**src/opcr_pkg.sv**
```systemverilog
// Purpose: constants and state types for the output pin configuration bytes
// Assumes: byte-wide register port, one clock, async active-low reset
// Notes:   field positions are bit offsets inside each configuration byte
package opcr_pkg;

   // ----------------------------------------------------------------
   // register byte addresses
   // ----------------------------------------------------------------
   localparam logic [7:0] ADDR_OUTPUT_IMPEDANCE_CTRL_A  = 8'h0C;
   localparam logic [7:0] ADDR_OUTPUT_IMPEDANCE_CTRL_B  = 8'h0D;
   localparam logic [7:0] ADDR_ENABLE_PIN_PULL_CTRL_A   = 8'h0E;
   localparam logic [7:0] ADDR_ENABLE_PIN_PULL_CTRL_B   = 8'h0F;
   localparam logic [7:0] ADDR_MODE_PIN_PULL_CTRL       = 8'h10;
   localparam logic [7:0] ADDR_RESERVED_CTRL            = 8'h11;
   localparam logic [7:0] ADDR_ENABLE_POLARITY_CTRL     = 8'h12;
   localparam logic [7:0] ADDR_POWERDOWN_POLARITY_CTRL  = 8'h13;

   // ----------------------------------------------------------------
   // field positions
   // ----------------------------------------------------------------
   localparam int FLD_POS_A    = 2;
   localparam int FLD_POS_B    = 6;
   localparam int FLD_POS_C    = 0;
   localparam int FLD_POS_D    = 4;
   localparam int FLD_POS_MODE = 2;
   localparam int FLD_POS_PG   = 0;
   localparam int POL_POS_A    = 1;
   localparam int POL_POS_B    = 3;
   localparam int POL_POS_C    = 4;
   localparam int POL_POS_D    = 6;
   localparam int PD_POL_POS   = 0;

   // fixed read value of reserved bits, byte by byte
   localparam logic [7:0] RSVD_VAL_ENABLE_PULL_B = 8'h04;
   localparam logic [7:0] RSVD_VAL_ZERO          = 8'h00;

   // ----------------------------------------------------------------
   // codes and reset values
   // ----------------------------------------------------------------
   localparam logic [1:0] IMP_33_OHM   = 2'h0;
   localparam logic [1:0] IMP_85_OHM   = 2'h1;
   localparam logic [1:0] IMP_100_OHM  = 2'h2;
   localparam logic [1:0] PULL_NONE    = 2'h0;
   localparam logic [1:0] PULL_DOWN    = 2'h1;
   localparam logic [1:0] PULL_UP      = 2'h2;
   localparam logic [1:0] PULL_BOTH    = 2'h3;
   localparam logic [1:0] DEF_CODE_100 = 2'h2;
   localparam logic [1:0] DEF_CODE_85  = 2'h1;
   localparam logic       POL_RESET    = 1'b0;

   // device variant, chosen at build time
   localparam logic [1:0] VAR_100  = 2'h0;
   localparam logic [1:0] VAR_85   = 2'h1;
   localparam logic [1:0] VAR_PROG = 2'h2;

   // pin index order for pull fields: enables a..d, mode pin, powergood pin
   localparam int NUM_OUT  = 4;
   localparam int NUM_PINS = 6;
   localparam int PIN_MODE = 4;
   localparam int PIN_PG   = 5;

   typedef struct packed {
      logic [NUM_OUT-1:0][1:0]  imp;
      logic [NUM_PINS-1:0][1:0] pull;
      logic [NUM_OUT-1:0]       oe_pol;
      logic                     pd_pol;
      logic                     load_pend;
      logic [7:0]               rdata;
      logic [NUM_OUT-1:0]       z33;
      logic [NUM_OUT-1:0]       z85;
      logic [NUM_OUT-1:0]       z100;
   } opcr_state_t;

   typedef struct packed {
      logic pull_up_en;
      logic pull_down_en;
      logic pin_active;
   } opcr_pin_state_t;

endpackage

```
**src/opcr_pin_ctrl.sv**
```systemverilog
// Purpose: per control pin, resistor enables and active-level detection
// Assumes: pin level synchronous to clk_sys
// Notes:   all outputs registered, one cycle behind their inputs
`timescale 1ns/100ps
`default_nettype none
module opcr_pin_ctrl
   import opcr_pkg::*;
(
   // clock and reset
   input  wire logic       clk_sys,
   input  wire logic       reset_n,
   // configuration
   input  wire logic [1:0] pull_sel,
   input  wire logic       polarity,
   // pin
   input  wire logic       pin_level,
   // results
   output logic            pull_up_en,
   output logic            pull_down_en,
   output logic            pin_active
);

   opcr_pin_state_t s;
   opcr_pin_state_t next_s;

   always_comb begin
      next_s = s;
      next_s.pull_up_en   = (pull_sel == PULL_UP) || (pull_sel == PULL_BOTH);
      next_s.pull_down_en = (pull_sel == PULL_DOWN) || (pull_sel == PULL_BOTH);
      next_s.pin_active   = (pin_level == polarity);
   end

   always_ff @(posedge clk_sys or negedge reset_n) begin
      if (!reset_n) begin
         s <= '0;
      end else begin
         s <= next_s;
      end
   end

   assign pull_up_en   = s.pull_up_en;
   assign pull_down_en = s.pull_down_en;
   assign pin_active   = s.pin_active;

endmodule
`default_nettype wire

```
**src/opcr_regs.sv**
```systemverilog
// Purpose: configuration bytes for output impedance, pin pulls and polarity
// Assumes: byte register port driven by the management-bus front end
// Notes:   reads return data one cycle after the read strobe
`timescale 1ns/100ps
`default_nettype none
module opcr_regs
   import opcr_pkg::*;
#(
   parameter logic [1:0] VARIANT = VAR_100
)(
   // clock and reset
   input  wire logic                  clk_sys,
   input  wire logic                  reset_n,
   // register port
   input  wire logic [7:0]            reg_addr,
   input  wire logic                  reg_wr_en,
   input  wire logic [7:0]            reg_wdata,
   input  wire logic                  reg_rd_en,
   output logic      [7:0]            reg_rdata,
   // factory defaults and restore control
   input  wire logic [2*NUM_OUT-1:0]  factory_imp,
   input  wire logic [2*NUM_PINS-1:0] factory_pull,
   input  wire logic                  keep_config_in_pd,
   // control pins
   input  wire logic [NUM_OUT-1:0]    enable_pin,
   input  wire logic                  bandwidth_bypass_select_pin,
   input  wire logic                  powergood_powerdown_pin,
   // configured fields
   output logic      [1:0]            out_a_impedance_sel,
   output logic      [1:0]            out_b_impedance_sel,
   output logic      [1:0]            out_c_impedance_sel,
   output logic      [1:0]            out_d_impedance_sel,
   output logic                       enable_a_polarity,
   output logic                       enable_b_polarity,
   output logic                       enable_c_polarity,
   output logic                       enable_d_polarity,
   // derived controls
   output logic      [NUM_OUT-1:0]    drive_33_ohm,
   output logic      [NUM_OUT-1:0]    drive_85_ohm,
   output logic      [NUM_OUT-1:0]    drive_100_ohm,
   output logic      [NUM_PINS-1:0]   pull_up_en,
   output logic      [NUM_PINS-1:0]   pull_down_en,
   output logic      [NUM_OUT-1:0]   output_enable,
   output logic                       power_down
);

   // ----------------------------------------------------------------
   // defaults
   // ----------------------------------------------------------------
   localparam logic [1:0] DEF_CODE = (VARIANT == VAR_85) ? DEF_CODE_85 : DEF_CODE_100;
   localparam logic       IS_PROG  = (VARIANT == VAR_PROG);

   opcr_state_t s;
   opcr_state_t next_s;
   logic [NUM_PINS-1:0] pin_level;
   logic [NUM_PINS-1:0] pin_pol;
   logic [NUM_PINS-1:0] pin_active;

   // place a two-bit field into a byte
   function automatic logic [7:0] put2(input logic [1:0] v, input int pos);
      logic [7:0] b;
      b = 8'h00;
      b[pos+:2] = v;
      return b;
   endfunction

   // pick a default field code, factory value on the programmable variant
   function automatic logic [1:0] dflt(input logic [1:0] factory_code);
      logic [1:0] c;
      c = IS_PROG ? factory_code : DEF_CODE;
      return c;
   endfunction

   // ----------------------------------------------------------------
   // next state
   // ----------------------------------------------------------------
   always_comb begin
      next_s = s;
      // load wins over any write: a cleared config must not be half rewritten
      if (s.load_pend || (power_down && !keep_config_in_pd)) begin
         for (int i = 0; i < NUM_OUT; i++) begin
            next_s.imp[i] = dflt(factory_imp[2*i+:2]);
         end
         for (int i = 0; i < NUM_PINS; i++) begin
            next_s.pull[i] = dflt(factory_pull[2*i+:2]);
         end
         next_s.oe_pol    = {NUM_OUT{POL_RESET}};
         next_s.pd_pol    = POL_RESET;
         next_s.load_pend = 1'b0;
      end else if (reg_wr_en) begin
         // only field bits are stored, so reserved bits drop writes
         case (reg_addr)
            ADDR_OUTPUT_IMPEDANCE_CTRL_A: begin
               next_s.imp[0] = reg_wdata[FLD_POS_A+:2];
               next_s.imp[1] = reg_wdata[FLD_POS_B+:2];
            end
            ADDR_OUTPUT_IMPEDANCE_CTRL_B: begin
               next_s.imp[2] = reg_wdata[FLD_POS_C+:2];
               next_s.imp[3] = reg_wdata[FLD_POS_D+:2];
            end
            ADDR_ENABLE_PIN_PULL_CTRL_A: begin
               next_s.pull[0] = reg_wdata[FLD_POS_A+:2];
               next_s.pull[1] = reg_wdata[FLD_POS_B+:2];
            end
            ADDR_ENABLE_PIN_PULL_CTRL_B: begin
               next_s.pull[2] = reg_wdata[FLD_POS_C+:2];
               next_s.pull[3] = reg_wdata[FLD_POS_D+:2];
            end
            ADDR_MODE_PIN_PULL_CTRL: begin
               next_s.pull[PIN_MODE] = reg_wdata[FLD_POS_MODE+:2];
               next_s.pull[PIN_PG]   = reg_wdata[FLD_POS_PG+:2];
            end
            ADDR_ENABLE_POLARITY_CTRL: begin
               next_s.oe_pol[0] = reg_wdata[POL_POS_A];
               next_s.oe_pol[1] = reg_wdata[POL_POS_B];
               next_s.oe_pol[2] = reg_wdata[POL_POS_C];
               next_s.oe_pol[3] = reg_wdata[POL_POS_D];
            end
            ADDR_POWERDOWN_POLARITY_CTRL: begin
               next_s.pd_pol = reg_wdata[PD_POL_POS];
            end
            default: begin
               // byte 17 and all others hold no function
               next_s.load_pend = s.load_pend;
            end
         endcase
      end

      // read data, reserved bits at their fixed values
      if (reg_rd_en) begin
         case (reg_addr)
            ADDR_OUTPUT_IMPEDANCE_CTRL_A:
               next_s.rdata = put2(s.imp[0], FLD_POS_A) | put2(s.imp[1], FLD_POS_B);
            ADDR_OUTPUT_IMPEDANCE_CTRL_B:
               next_s.rdata = put2(s.imp[2], FLD_POS_C) | put2(s.imp[3], FLD_POS_D);
            ADDR_ENABLE_PIN_PULL_CTRL_A:
               next_s.rdata = put2(s.pull[0], FLD_POS_A) | put2(s.pull[1], FLD_POS_B);
            ADDR_ENABLE_PIN_PULL_CTRL_B:
               next_s.rdata = put2(s.pull[2], FLD_POS_C) | put2(s.pull[3], FLD_POS_D)
                            | RSVD_VAL_ENABLE_PULL_B;
            ADDR_MODE_PIN_PULL_CTRL:
               next_s.rdata = put2(s.pull[PIN_MODE], FLD_POS_MODE)
                            | put2(s.pull[PIN_PG], FLD_POS_PG);
            ADDR_ENABLE_POLARITY_CTRL: begin
               next_s.rdata = RSVD_VAL_ZERO;
               next_s.rdata[POL_POS_A] = s.oe_pol[0];
               next_s.rdata[POL_POS_B] = s.oe_pol[1];
               next_s.rdata[POL_POS_C] = s.oe_pol[2];
               next_s.rdata[POL_POS_D] = s.oe_pol[3];
            end
            ADDR_POWERDOWN_POLARITY_CTRL: begin
               next_s.rdata = RSVD_VAL_ZERO;
               next_s.rdata[PD_POL_POS] = s.pd_pol;
            end
            default:
               next_s.rdata = RSVD_VAL_ZERO;
         endcase
      end

      // drive impedance selects; reserved code keeps the last valid choice
      for (int i = 0; i < NUM_OUT; i++) begin
         case (s.imp[i])
            IMP_33_OHM: begin
               next_s.z33[i]  = 1'b1;
               next_s.z85[i]  = 1'b0;
               next_s.z100[i] = 1'b0;
            end
            IMP_85_OHM: begin
               next_s.z33[i]  = 1'b0;
               next_s.z85[i]  = 1'b1;
               next_s.z100[i] = 1'b0;
            end
            IMP_100_OHM: begin
               next_s.z33[i]  = 1'b0;
               next_s.z85[i]  = 1'b0;
               next_s.z100[i] = 1'b1;
            end
            default: begin
               next_s.z33[i]  = s.z33[i];
               next_s.z85[i]  = s.z85[i];
               next_s.z100[i] = s.z100[i];
            end
         endcase
      end
   end

   // ----------------------------------------------------------------
   // state register
   // ----------------------------------------------------------------
   always_ff @(posedge clk_sys or negedge reset_n) begin
      if (!reset_n) begin
         s           <= '0;
         s.imp       <= {NUM_OUT{DEF_CODE}};
         s.pull      <= {NUM_PINS{DEF_CODE}};
         s.oe_pol    <= {NUM_OUT{POL_RESET}};
         s.pd_pol    <= POL_RESET;
         s.load_pend <= IS_PROG;  // factory values sampled after release
      end else begin
         s <= next_s;
      end
   end

   // ----------------------------------------------------------------
   // control pins
   // ----------------------------------------------------------------
   assign pin_level = {powergood_powerdown_pin, bandwidth_bypass_select_pin, enable_pin};
   // mode pin has no polarity control; its active flag is unused
   assign pin_pol   = {s.pd_pol, 1'b1, s.oe_pol};

   for (genvar p = 0; p < NUM_PINS; p++) begin : g_pin
      opcr_pin_ctrl u_pin (
         .clk_sys      (clk_sys),
         .reset_n      (reset_n),
         .pull_sel     (s.pull[p]),
         .polarity     (pin_pol[p]),
         .pin_level    (pin_level[p]),
         .pull_up_en   (pull_up_en[p]),
         .pull_down_en (pull_down_en[p]),
         .pin_active   (pin_active[p])
      );
   end

   assign output_enable = pin_active[NUM_OUT-1:0];
   assign power_down    = pin_active[PIN_PG];

   assign reg_rdata           = s.rdata;
   assign out_a_impedance_sel = s.imp[0];
   assign out_b_impedance_sel = s.imp[1];
   assign out_c_impedance_sel = s.imp[2];
   assign out_d_impedance_sel = s.imp[3];
   assign enable_a_polarity   = s.oe_pol[0];
   assign enable_b_polarity   = s.oe_pol[1];
   assign enable_c_polarity   = s.oe_pol[2];
   assign enable_d_polarity   = s.oe_pol[3];
   assign drive_33_ohm        = s.z33;
   assign drive_85_ohm        = s.z85;
   assign drive_100_ohm       = s.z100;

endmodule
`default_nettype wire

```
**config.mk**
```make
export PLATFORM = sky130hd
export DESIGN_NAME = opcr_regs
export DESIGN_NICKNAME = d
export VERILOG_FILES = /design/src/opcr_pkg.sv /design/src/opcr_pin_ctrl.sv /design/src/opcr_regs.sv
export SDC_FILE = /design/constraint.sdc
export NUM_CORES = 1
export LEC_CHECK = 0
export CORE_UTILIZATION = 46
export CTS_BUF_LIST = sky130_fd_sc_hd__clkbuf_8 sky130_fd_sc_hd__clkbuf_16
export DETAILED_ROUTE_END_ITERATION = 16
export DONT_BUFFER_PORTS = 1
export GPL_TIMING_DRIVEN = 0
export PLACE_DENSITY = 0.68
export SLEW_MARGIN = 20
export SYNTH_ARGS = -nofsm -noshare
export SYNTH_HDL_FRONTEND = slang
export SYNTH_SLANG_ARGS = --single-unit
```
**constraint.sdc**
```tcl
create_clock -name clk_sys -period 1.4 [get_ports clk_sys]
set_input_delay 0.14 -clock clk_sys [delete_from_list [all_inputs] [get_ports clk_sys]]
set_output_delay 0.14 -clock clk_sys [all_outputs]
set_load 0.01 [all_outputs]
```
==> reports/metrics.yaml, run 1 <==
layout:
  antenna_cells: 0
  n_fill_cell: 543
  area_delta_synth_final_pct: 16.4
  drive_above_1_share: 0.205
  final_area_um2: 3470
  stdcell_count: 378
  finalNetCount: 357
  final_common_cell: "dfrtp_1"
  multiInputGateArea_um2: 1150
  mostFrequentLayoutCells: "52 x dfrtp_1, 26 x nand2_1, 23 x mux2i_1"
  area.sequential_um2: 1560
timing:
  worst_slew_pin_slew_ns: 0.515
  hold_viol: 62
  slew_violations: 0
  period_needed_ns: 1.30
  finalClockSkew_ns: 0.00784
  max_clock_freq_mhz: 768
  holdWs_ns: -0.514
  slew_headroom: 0.655
  fin_crit_sh: 0.930
  rsz0062_at_grt: "false"
  setup-violations-final: 0
routing:
  antenna_left: 0
  drt_iter0_markers: 164
  routed_wl_um: 6470
  wl_per_cell_um: 17.1
  drc: 0
  via_per_inst: 5.35
  dr.pass1.iters: 5
  dr_total_vias: 2022
clock_tree:
  root_buffer: "clkbuf_8"
  clk_pin_slew_ns: 0.07
  cts_buffers: 9
  postCtsSetupBuffers: 0
  clock-sinks: 62
  clock_latency_ns: 0.34
  postCtsHoldBufs: 15
  cts_max_level: 3
  cts_buffer_depth: 2
  cts_tree: "built"
global_route:
  grt_max_degree: 63
  overflow: 0
  grt_pass1_wl_um: 10200
  grt_pass1_vias: 2011
  antenna_found_initial: 0
  grt_usage: 0.213
yosys:
  synth_area_leaders: "dfrtp_1 44%, dfstp_2 8.8%, mux2i_1 7.7%, ha_1 5.0%, buf_4 4.0%"
  synth_area_leader_cell: "dfrtp_1"
  ys_seq_elements: 62
  yosys_most_used_dff: "dfrtp_1"
  syn_inst: 272
  seq_area_frac_synth: 0.524
  synth_top_family_by_area: "simple AND/OR/NAND/NOR gates"
  synth.top_cell.area_share: 0.436
  ys_types: 47
  synth-edff-count: 0
  synth_compound_area_frac: 0.0789
  avgSynthCellArea_um2: 11.0
  synth_area_um2: 2980
  async_reset_ff_frac: 1.00
  synthSimpleGateAreaFrac: 0.138
  synth_fa_ha_area_frac: 0.0503
  synth_xor_area_frac: 0.0147
  yosys_warnings: 0
  synthesis.nets: 331
  synthMuxAreaShare: 0.0961
setup_path:
  cp-startpoint: "out_c_impedance_sel[1]$_DFFE_PN1P_"
  path_class: "reg -> reg"
  worstReg2RegStart: "out_c_impedance_sel[1]$_DFFE_PN1P_"
  start_kind: "flop"
  critical_path_arrival_ns: 1.54
  critPathMaxFanout: 4
  critPathRequiredTime_ns: 1.64
  crit_path_end_kind: "flop"
  r2r_cells: 4
die:
  fp.dieH_um: 82.5
  chipWidth_um: 82.5
  die_area_um2: 6810
  start_util: 0.489
  row_count: 28
  io_pins: 96
  core_area_um2: 6100
place:
  place.gp.congestion: 0.850
  place_area_um2: 3080
  hpwl_um: 4530
  dp.cells: 347
  io_buffers: 0
min_path:
  min_path_type: "in -> async"
status:
  outcome: "finished with violations"
  violations: "negative hold slack"
power_and_ir_drop:
  p_leak_nw: 1.54
  peakVddDrop_v: 0.00109
  power_density_nw_per_um2: 1080
job:
  maxCapViolations: 0
==> layout make-up <==
type / count / area share
plain buffers: 36 / 0.0642
clock buffers: 10 / 0.0397
clock inverters: 6 / 0.0245
inverters: 19 / 0.0205
multi-input cells: 155 / 0.330
flip-flops and latches: 62 / 0.451
well taps: 75 / 0.0270
repair buffers: 15 / 0.0433
==> state kept, by name, summed over array words and instances (netlist names), 4 cells and up <==
name	flops
reg_rdata	8
s	12
drive_100_ohm	4
g_pin.u_pin.pin_active	5
drive_85_ohm	4
g_pin.u_pin.pull_down_en	6
drive_33_ohm	4
g_pin.u_pin.pull_up_en	6
==> critical path, stage by stage (launching register included) <==
cell     delay [ns]
dfstp_2        0.58
inv_1          0.10
o21ai_0        0.16
a21oi_1        0.09
o32ai_1        0.26
==> layer usage <==
layer  GRT usage  up-vias  share of wire
met3       0.100        7          0.092
li1            -      963              -
met5           0        -              0
met2       0.325       72           0.46
met4      0.0672        0         0.0097
met1       0.268      980           0.44
==> final timing paths <==
path / to / slack [ns]
min in group clk_sys: reg_rdata[7]$_DFFE_PN0P_ / 0.04
hold / removal: s[36]$_DFFE_PN0P_ / -0.51
setup / recovery: reg_rdata[1]$_DFFE_PN0P_ / 0.1
hold reg to reg: g_pin[4].u_pin.pull_up_en$_DFF_PN0_ / 0.49
setup reg to reg: reg_rdata[1]$_DFFE_PN0P_ / 0.1
max in group asynchronous: s[35]$_DFFE_PN1P_ / 1.72
==> through the flow <==
step / hold slack (ns) / utilization / worst slack [ns] / TNS (ns) / power (mW)
5_1_grt: -0.543 / 0.569 / 0.00458 / 0 / 3.90
4_1_cts: -0.531 / 0.567 / 0.0378 / 0 / 3.80
3_3_place_gp: -0.154 / 0.505 / -0.352 / -4.97 / 1.99
3_5_place_dp: -0.154 / 0.505 / -0.338 / -5.14 / 2.00
2_1_floorplan: -0.156 / - / -0.137 / -0.625 / 1.97
6_report: -0.514 / 0.569 / 0.0975 / 0 / 3.75
==> kinds of logic (layout without fill, tap and decap cells) <==
family / Yosys count / count (layout)
compound gates: 36 / 36
xor+xnor: 5 / 5
fa+ha+maj: 12 / 12
buf+inv: 55 / 86
flops: 62 / 62
mux: 28 / 28
simple gates: 74 / 74
==> cells in the mapped netlist, types with 3 or more instances <==
cell type,count
dfrtp_1,52
nand2_1,26
mux2i_1,23
nor2_1,20
inv_1,19
buf_4,16
clkbuf_1,16
ha_1,12
dfstp_2,10
o21ai_0,10
o22ai_1,6
mux2_2,5
xnor2_1,5
nand4_1,4
o211ai_1,4
o31ai_1,4
nand3_1,3
nor3_1,3
==> where the power goes <==
part | internal (mW) | total [mW] | switching, mW
Sequential | 1.81 | 1.83 | 0.0156
Clock | 1.04 | 1.74 | 0.695
Combinational | 0.0858 | 0.185 | 0.0995
==> what timing repair did <==
action / CTS / global route
endpoints found under the setup margin: 10 / 10
pin swaps: 0 / 1
hold endpoints to repair: 94 / 62
gates resized for setup: 2 / 4
Note: power is estimated with default switching activity, not from simulation.
==> inputs of run 2 (changes only) <==
SYNTH_HIERARCHICAL = 1   (was not set)
==> reports/metrics.yaml, run 2 <==
clock_tree:
  cts_buffers: 9  # unchanged
  postCtsSetupBuffers: 0  # unchanged
  clock-sinks: 62  # unchanged
  postCtsHoldBufs: 14  # was 15
  clock_latency_ns: 0.34  # about the same
  cts_max_level: 3  # unchanged
  root_buffer: "clkbuf_8"  # unchanged
  cts_tree: "built"  # unchanged
  clk_pin_slew_ns: 0.07  # about the same
  cts_buffer_depth: 2  # unchanged
layout:
  largest_reg_flops: 12  # unchanged
  utilization: 0.548  # was 0.569
  final_area_um2: 3500  # was 3470 µm²
  area_delta_synth_final_pct: 14.9  # was 16.4%
  finalNetCount: 366  # was 357
  top_register: "s"  # unchanged
  mostFrequentLayoutCells: "52 x dfrtp_1, 32 x buf_4, 21 x nand2_1"  # was 52 x dfrtp_1, 26 x nand2_1, 23 x mux2i_1
  final_common_cell: "dfrtp_1"  # unchanged
  antenna_cells: 0  # unchanged
  drive_above_1_share: 0.244  # was 0.205
  n_fill_cell: 589  # was 543
power_and_ir_drop:
  p_seq_frac: 0.496  # was 0.487
  internal_power_mw: 2.90  # was 2.94 mW
  switching_share: 0.210  # was 0.216
  peakVddDrop_v: 0.000511  # was 0.00109 V
  power_density_nw_per_um2: 1050  # was 1080 nW/µm²
  p_comb_frac: 0.048  # was 0.049
  power_mw: 3.67  # was 3.75 mW
  p_leak_nw: 1.59  # was 1.54 nW
  p_clk_frac: 0.457  # was 0.463
  switchingPower_mw: 0.771  # was 0.810 mW
place:
  place.gp.congestion: 0.787  # was 0.850
  place_ws_ns: -0.129  # was -0.338 ns
  hpwl_um: 4300  # was 4530 µm
  io_buffers: 0  # unchanged
  place_area_um2: 3140  # was 3080 µm²
yosys:
  synthesis.nets: 342  # was 331
  avgSynthCellArea_um2: 10.8  # was 11.0 µm²
  synth_area_um2: 3040  # was 2980 µm²
  yosys_warnings: 6  # was 0
  syn_inst: 283  # was 272
setup_path:
  critPathMaxFanout: 10  # was 4
  crit_path_end_kind: "flop"  # unchanged
  path_class: "reg -> reg"  # unchanged
  cp-startpoint: "g_pin[5].u_pin/pin_active$_DFF_PN0_"  # was out_c_impedance_sel[1]$_DFFE_PN1P_
  critPathRequiredTime_ns: 1.66  # was 1.64 ns
  worstReg2RegStart: "g_pin[5].u_pin/pin_active$_DFF_PN0_"  # was out_c_impedance_sel[1]$_DFFE_PN1P_
  start_kind: "flop"  # unchanged
  cpMaxStageDelayCell: "dfrtp_1"  # was dfstp_2
  crit_chain: "nand2b_1, clkbuf_1, nand3_1, o21ai_0"  # was inv_1, o21ai_0, a21oi_1, o32ai_1
  critical_path_arrival_ns: 1.54  # about the same
  max_stage_delay_ns: 0.42  # was 0.58 ns
die:
  core_area_um2: 6390  # was 6100 µm²
  chipWidth_um: 83.4  # was 82.5 µm
  row_count: 29  # was 28
  start_util: 0.477  # was 0.489
  die_area_um2: 6950  # was 6810 µm²
  io_pins: 96  # unchanged
  fp.dieH_um: 83.4  # was 82.5 µm
timing:
  slew_violations: 0  # unchanged
  setup-violations-final: 0  # unchanged
  holdWs_ns: -0.511  # was -0.514 ns
  period_needed_ns: 1.28  # was 1.30 ns
  fin_crit_sh: 0.913  # was 0.930
  rsz0062_at_grt: "false"  # unchanged
  slew_headroom: 0.656  # was 0.655
  hold_viol: 62  # unchanged
  finalClockSkew_ns: 0.00556  # was 0.00784 ns
  max_clock_freq_mhz: 782  # was 768 MHz
  worst_slew_pin_slew_ns: 0.516  # was 0.515 ns
  post-route-worst-setup-slack_ns: 0.122  # was 0.0975 ns
global_route:
  grt_pass1_vias: 2001  # was 2011
  grt_pass1_wl_um: 9940  # was 10200 µm
  grt_usage: 0.188  # was 0.213
  grt_max_degree: 63  # unchanged
  antenna_found_initial: 0  # unchanged
  overflow: 0  # unchanged
routing:
  dr.pass1.iters: 5  # unchanged
  wl_per_cell_um: 15.5  # was 17.1 µm
  via_per_inst: 5.30  # was 5.35
  antenna_left: 0  # unchanged
  drc: 0  # unchanged
  routed_wl_um: 6020  # was 6470 µm
  drt_iter0_markers: 119  # was 164
  dr_total_vias: 2063  # was 2022
status:
  outcome: "finished with violations"  # unchanged
  violations: "negative hold slack"  # unchanged
job:
  maxCapViolations: 0  # unchanged
min_path:
  min_path_type: "in -> async"  # unchanged
[run 2: worst paths after layout]
path,to,slack [ns],cells past startpoint
max,out_c_impedance_sel[0]$_DFFE_PN0P_,0.12,4
min,drive_85_ohm[2]$_DFFE_PN0P_,-0.51,0
max reg2reg,out_c_impedance_sel[0]$_DFFE_PN0P_,0.12,4
min reg2reg,drive_85_ohm[0]$_DFFE_PN0P_,0.49,2
max in group asynchronous,out_b_impedance_sel[1]$_DFFE_PN1P_,1.73,0
min in group clk_sys,out_c_impedance_sel[1]$_DFFE_PN1P_,0.03,2
[run 2: timing repair]
action                                 4_1_cts  5_1_grt
endpoints found under the hold margin       92       62
pin swaps                                    0        0
gates resized for setup                      0        2
cloned                                       0        0
setup endpoints to repair                   10        2
[run 2: final cells by class]
class                      count  area [µm²]  share of cell area
tap                           77        96.3              0.0275
multi-input combinational    157        1110               0.318
sequential                    62        1560               0.447
clock inverter                 3        40.0              0.0114
timing repair buffer          14         140              0.0401
inverter                      11        41.3              0.0118
clock buffer                  13         179              0.0512
buffer                        52         324              0.0927
[run 2: metal layers]
metal | vias up | GRT usage | share of wire
met5 | - | 0 | 0
met4 | 0 | 0.0768 | 0.019
met3 | 10 | 0.0606 | 0.076
met1 | 984 | 0.260 | 0.45
met2 | 78 | 0.274 | 0.45
li1 | 991 | - | -
[run 2: power groups by stage]
stage	Sequential (mW)	Clock, mW	Combinational [mW]
floorplan	1.85	0	0.111
global placement	1.85	0	0.136
detailed placement	1.85	0	0.137
CTS	1.82	1.72	0.174
global route	1.82	1.79	0.189
finish	1.82	1.68	0.174
[run 2: through the flow]
step / hold slack, ns / setup TNS (ns) / cells
after global routing: -0.531 / 0 / 389
final: -0.511 / 0 / 389
after global placement: -0.154 / -0.530 / 360
after CTS: -0.528 / 0 / 389
after floorplan: -0.156 / 0 / 283
after detailed placement: -0.154 / -0.706 / 360
[run 2: critical path: cells and delay by family (launching register included)]
family                 cells  cell delay, ns
AOI/OAI and AO/OA          1            0.09
buffers and inverters      1            0.42
DFF                        1            0.42
and+or+nand+nor            2            0.26
==> inputs of run 3 (changes only) <==
ABC_AREA = 1   (was not set)
CORE_MARGIN = 5   (was not set)
==> reports/metrics.yaml, run 3 <==
routing:
  antenna_left: 0  # unchanged
  dr.pass1.iters: 5  # unchanged
  via_per_inst: 4.84  # was 5.30
  dr_total_vias: 2276  # was 2063
  routed_wl_um: 6830  # was 6020 µm
  drc: 0  # unchanged
  wl_per_cell_um: 14.5  # was 15.5 µm
  drt_iter0_markers: 141  # was 119
place:
  place_ws_ns: 0.0495  # was -0.129 ns
  place.gp.congestion: 0.827  # was 0.787
  io_buffers: 0  # unchanged
  hpwl_um: 4940  # was 4300 µm
timing:
  rsz0062_at_grt: "false"  # unchanged
  hold_viol: 62  # unchanged
  worst_slew_pin_slew_ns: 0.339  # was 0.516 ns
  slew_violations: 0  # unchanged
  max_clock_freq_mhz: 754  # was 782 MHz
  period_needed_ns: 1.33  # was 1.28 ns
  finalClockSkew_ns: 0.00879  # was 0.00556 ns
  slew_headroom: 0.773  # was 0.656
  fin_crit_sh: 0.947  # was 0.913
  setup-violations-final: 0  # unchanged
  holdWs_ns: -0.513  # was -0.511 ns
  finalSetupTns_ns: 0  # unchanged
  post-route-worst-setup-slack_ns: 0.0737  # was 0.122 ns
layout:
  antenna_cells: 0  # unchanged
  n_fill_cell: 611  # was 589
  area_delta_synth_final_pct: 13.9  # was 14.9%
  finalNetCount: 428  # was 366
  largest_reg_flops: 12  # unchanged
  mostFrequentLayoutCells: "76 x nand2_1, 52 x dfrtp_1, 39 x buf_4"  # was 52 x dfrtp_1, 32 x buf_4, 21 x nand2_1
  multiInputGateArea_um2: 1250  # was 1110 µm²
  drive_above_1_share: 0.310  # was 0.244
  area.sequential_um2: 1560  # unchanged
  utilization: 0.544  # was 0.548
  final_common_cell: "nand2_1"  # was dfrtp_1
  top_register: "s"  # unchanged
clock_tree:
  cts_buffer_depth: 2  # unchanged
  root_buffer: "clkbuf_8"  # unchanged
  cts_buffers: 9  # unchanged
  postCtsHoldBufs: 10  # was 14
  clock-sinks: 62  # unchanged
  clock_latency_ns: 0.34  # about the same
  clk_pin_slew_ns: 0.08  # was 0.07 ns
  cts_max_level: 3  # unchanged
  cts_tree: "built"  # unchanged
min_path:
  min_path_type: "in -> async"  # unchanged
setup_path:
  critical_path_arrival_ns: 1.55  # was 1.54 ns
  critPathMaxFanout: 6  # was 10
  crit_path_end_kind: "flop"  # unchanged
  critPathRequiredTime_ns: 1.62  # was 1.66 ns
  start_kind: "flop"  # unchanged
  path_class: "reg -> reg"  # unchanged
job:
  maxCapViolations: 0  # unchanged
status:
  outcome: "finished with violations"  # unchanged
  violations: "negative hold slack"  # unchanged
yosys:
  avgSynthCellArea_um2: 9.57  # was 10.8 µm²
  yosys_warnings: 6  # unchanged
  syn_inst: 343  # was 283
  synth_area_um2: 3280  # was 3040 µm²
  synthesis.nets: 402  # was 342
die:
  start_util: 0.478  # was 0.477
  row_count: 30  # was 29
  die_area_um2: 8920  # was 6950 µm²
  fp.dieH_um: 94.5  # was 83.4 µm
  core_area_um2: 6870  # was 6390 µm²
  io_pins: 96  # unchanged
  chipWidth_um: 94.5  # was 83.4 µm
global_route:
  overflow: 0  # unchanged
  antenna_found_initial: 0  # unchanged
  grt_pass1_wl_um: 11300  # was 9940 µm
  grt_max_degree: 63  # unchanged
  grt_pass1_vias: 2292  # was 2001
  grt_usage: 0.167  # was 0.188
power_and_ir_drop:
  p_leak_nw: 1.81  # was 1.59 nW
  peakVddDrop_v: 0.000674  # was 0.000511 V
  power_density_nw_per_um2: 1120  # was 1050 nW/µm²
  power_mw: 4.20  # was 3.67 mW
## run 3: stage by stage
step,hold slack (ns),cell area [µm²],std cells
after detailed placement,-0.154,3400,439
after global routing,-0.552,3740,470
after floorplan,-0.156,3280,343
after CTS,-0.532,3700,465
final,-0.513,3740,470
after global placement,-0.154,3400,439
## run 3: path summary, 6_finish.rpt
kind                                                     from  depth (start not counted)                                  to  slack (ns)
max                        out_a_impedance_sel[1]$_DFFE_PN1P_                          2        drive_100_ohm[0]$_DFFE_PN0P_        0.07
min                                                   reset_n                          0        drive_100_ohm[2]$_DFFE_PN0P_       -0.51
max reg2reg                out_a_impedance_sel[1]$_DFFE_PN1P_                          2        drive_100_ohm[0]$_DFFE_PN0P_        0.07
min reg2reg                          reg_rdata[1]$_DFFE_PN0P_                          2            reg_rdata[1]$_DFFE_PN0P_        0.48
max in group asynchronous                             reset_n                          0  out_c_impedance_sel[1]$_DFFE_PN1P_        1.69
min in group clk_sys                             reg_wdata[3]                          2                   s[27]$_DFFE_PN1P_        0.02
## run 3: report_power, final
part | internal [mW] | switching (mW)
sequential | 1.97 | 0.139
clock | 0.822 | 0.730
combinational | 0.255 | 0.275
## run 3: per-layer routing
metal  GRT usage  vias up  wire length, µm
met5           0        -                0
met1       0.198     1084             2790
met3      0.0645       12              524
li1            -     1116                -
met2       0.277       64             3400
met4      0.0613        0              119
## run 3: worst max-delay path: stages (launching register included)
cell	delay [ns]
dfstp_2	0.60
ha_1	0.26
mux2_2	0.35
## run 3: area by class of cell
| cell class | instances | area share |
|---|---|---|
| repair buffers | 15 | 0.0368 |
| multi-input cells | 200 | 0.335 |
| plain buffers | 50 | 0.0930 |
| clock buffers | 9 | 0.0331 |
| inverters | 31 | 0.0318 |
| clock inverters | 7 | 0.0201 |
| flip-flops and latches | 62 | 0.418 |
| well taps | 96 | 0.0321 |
## run 3: what timing repair did
action,4_1_cts,5_1_grt
resized for setup,0,1
setup endpoints to repair,0,8
hold endpoints to repair,74,62
buffers inserted,0,5
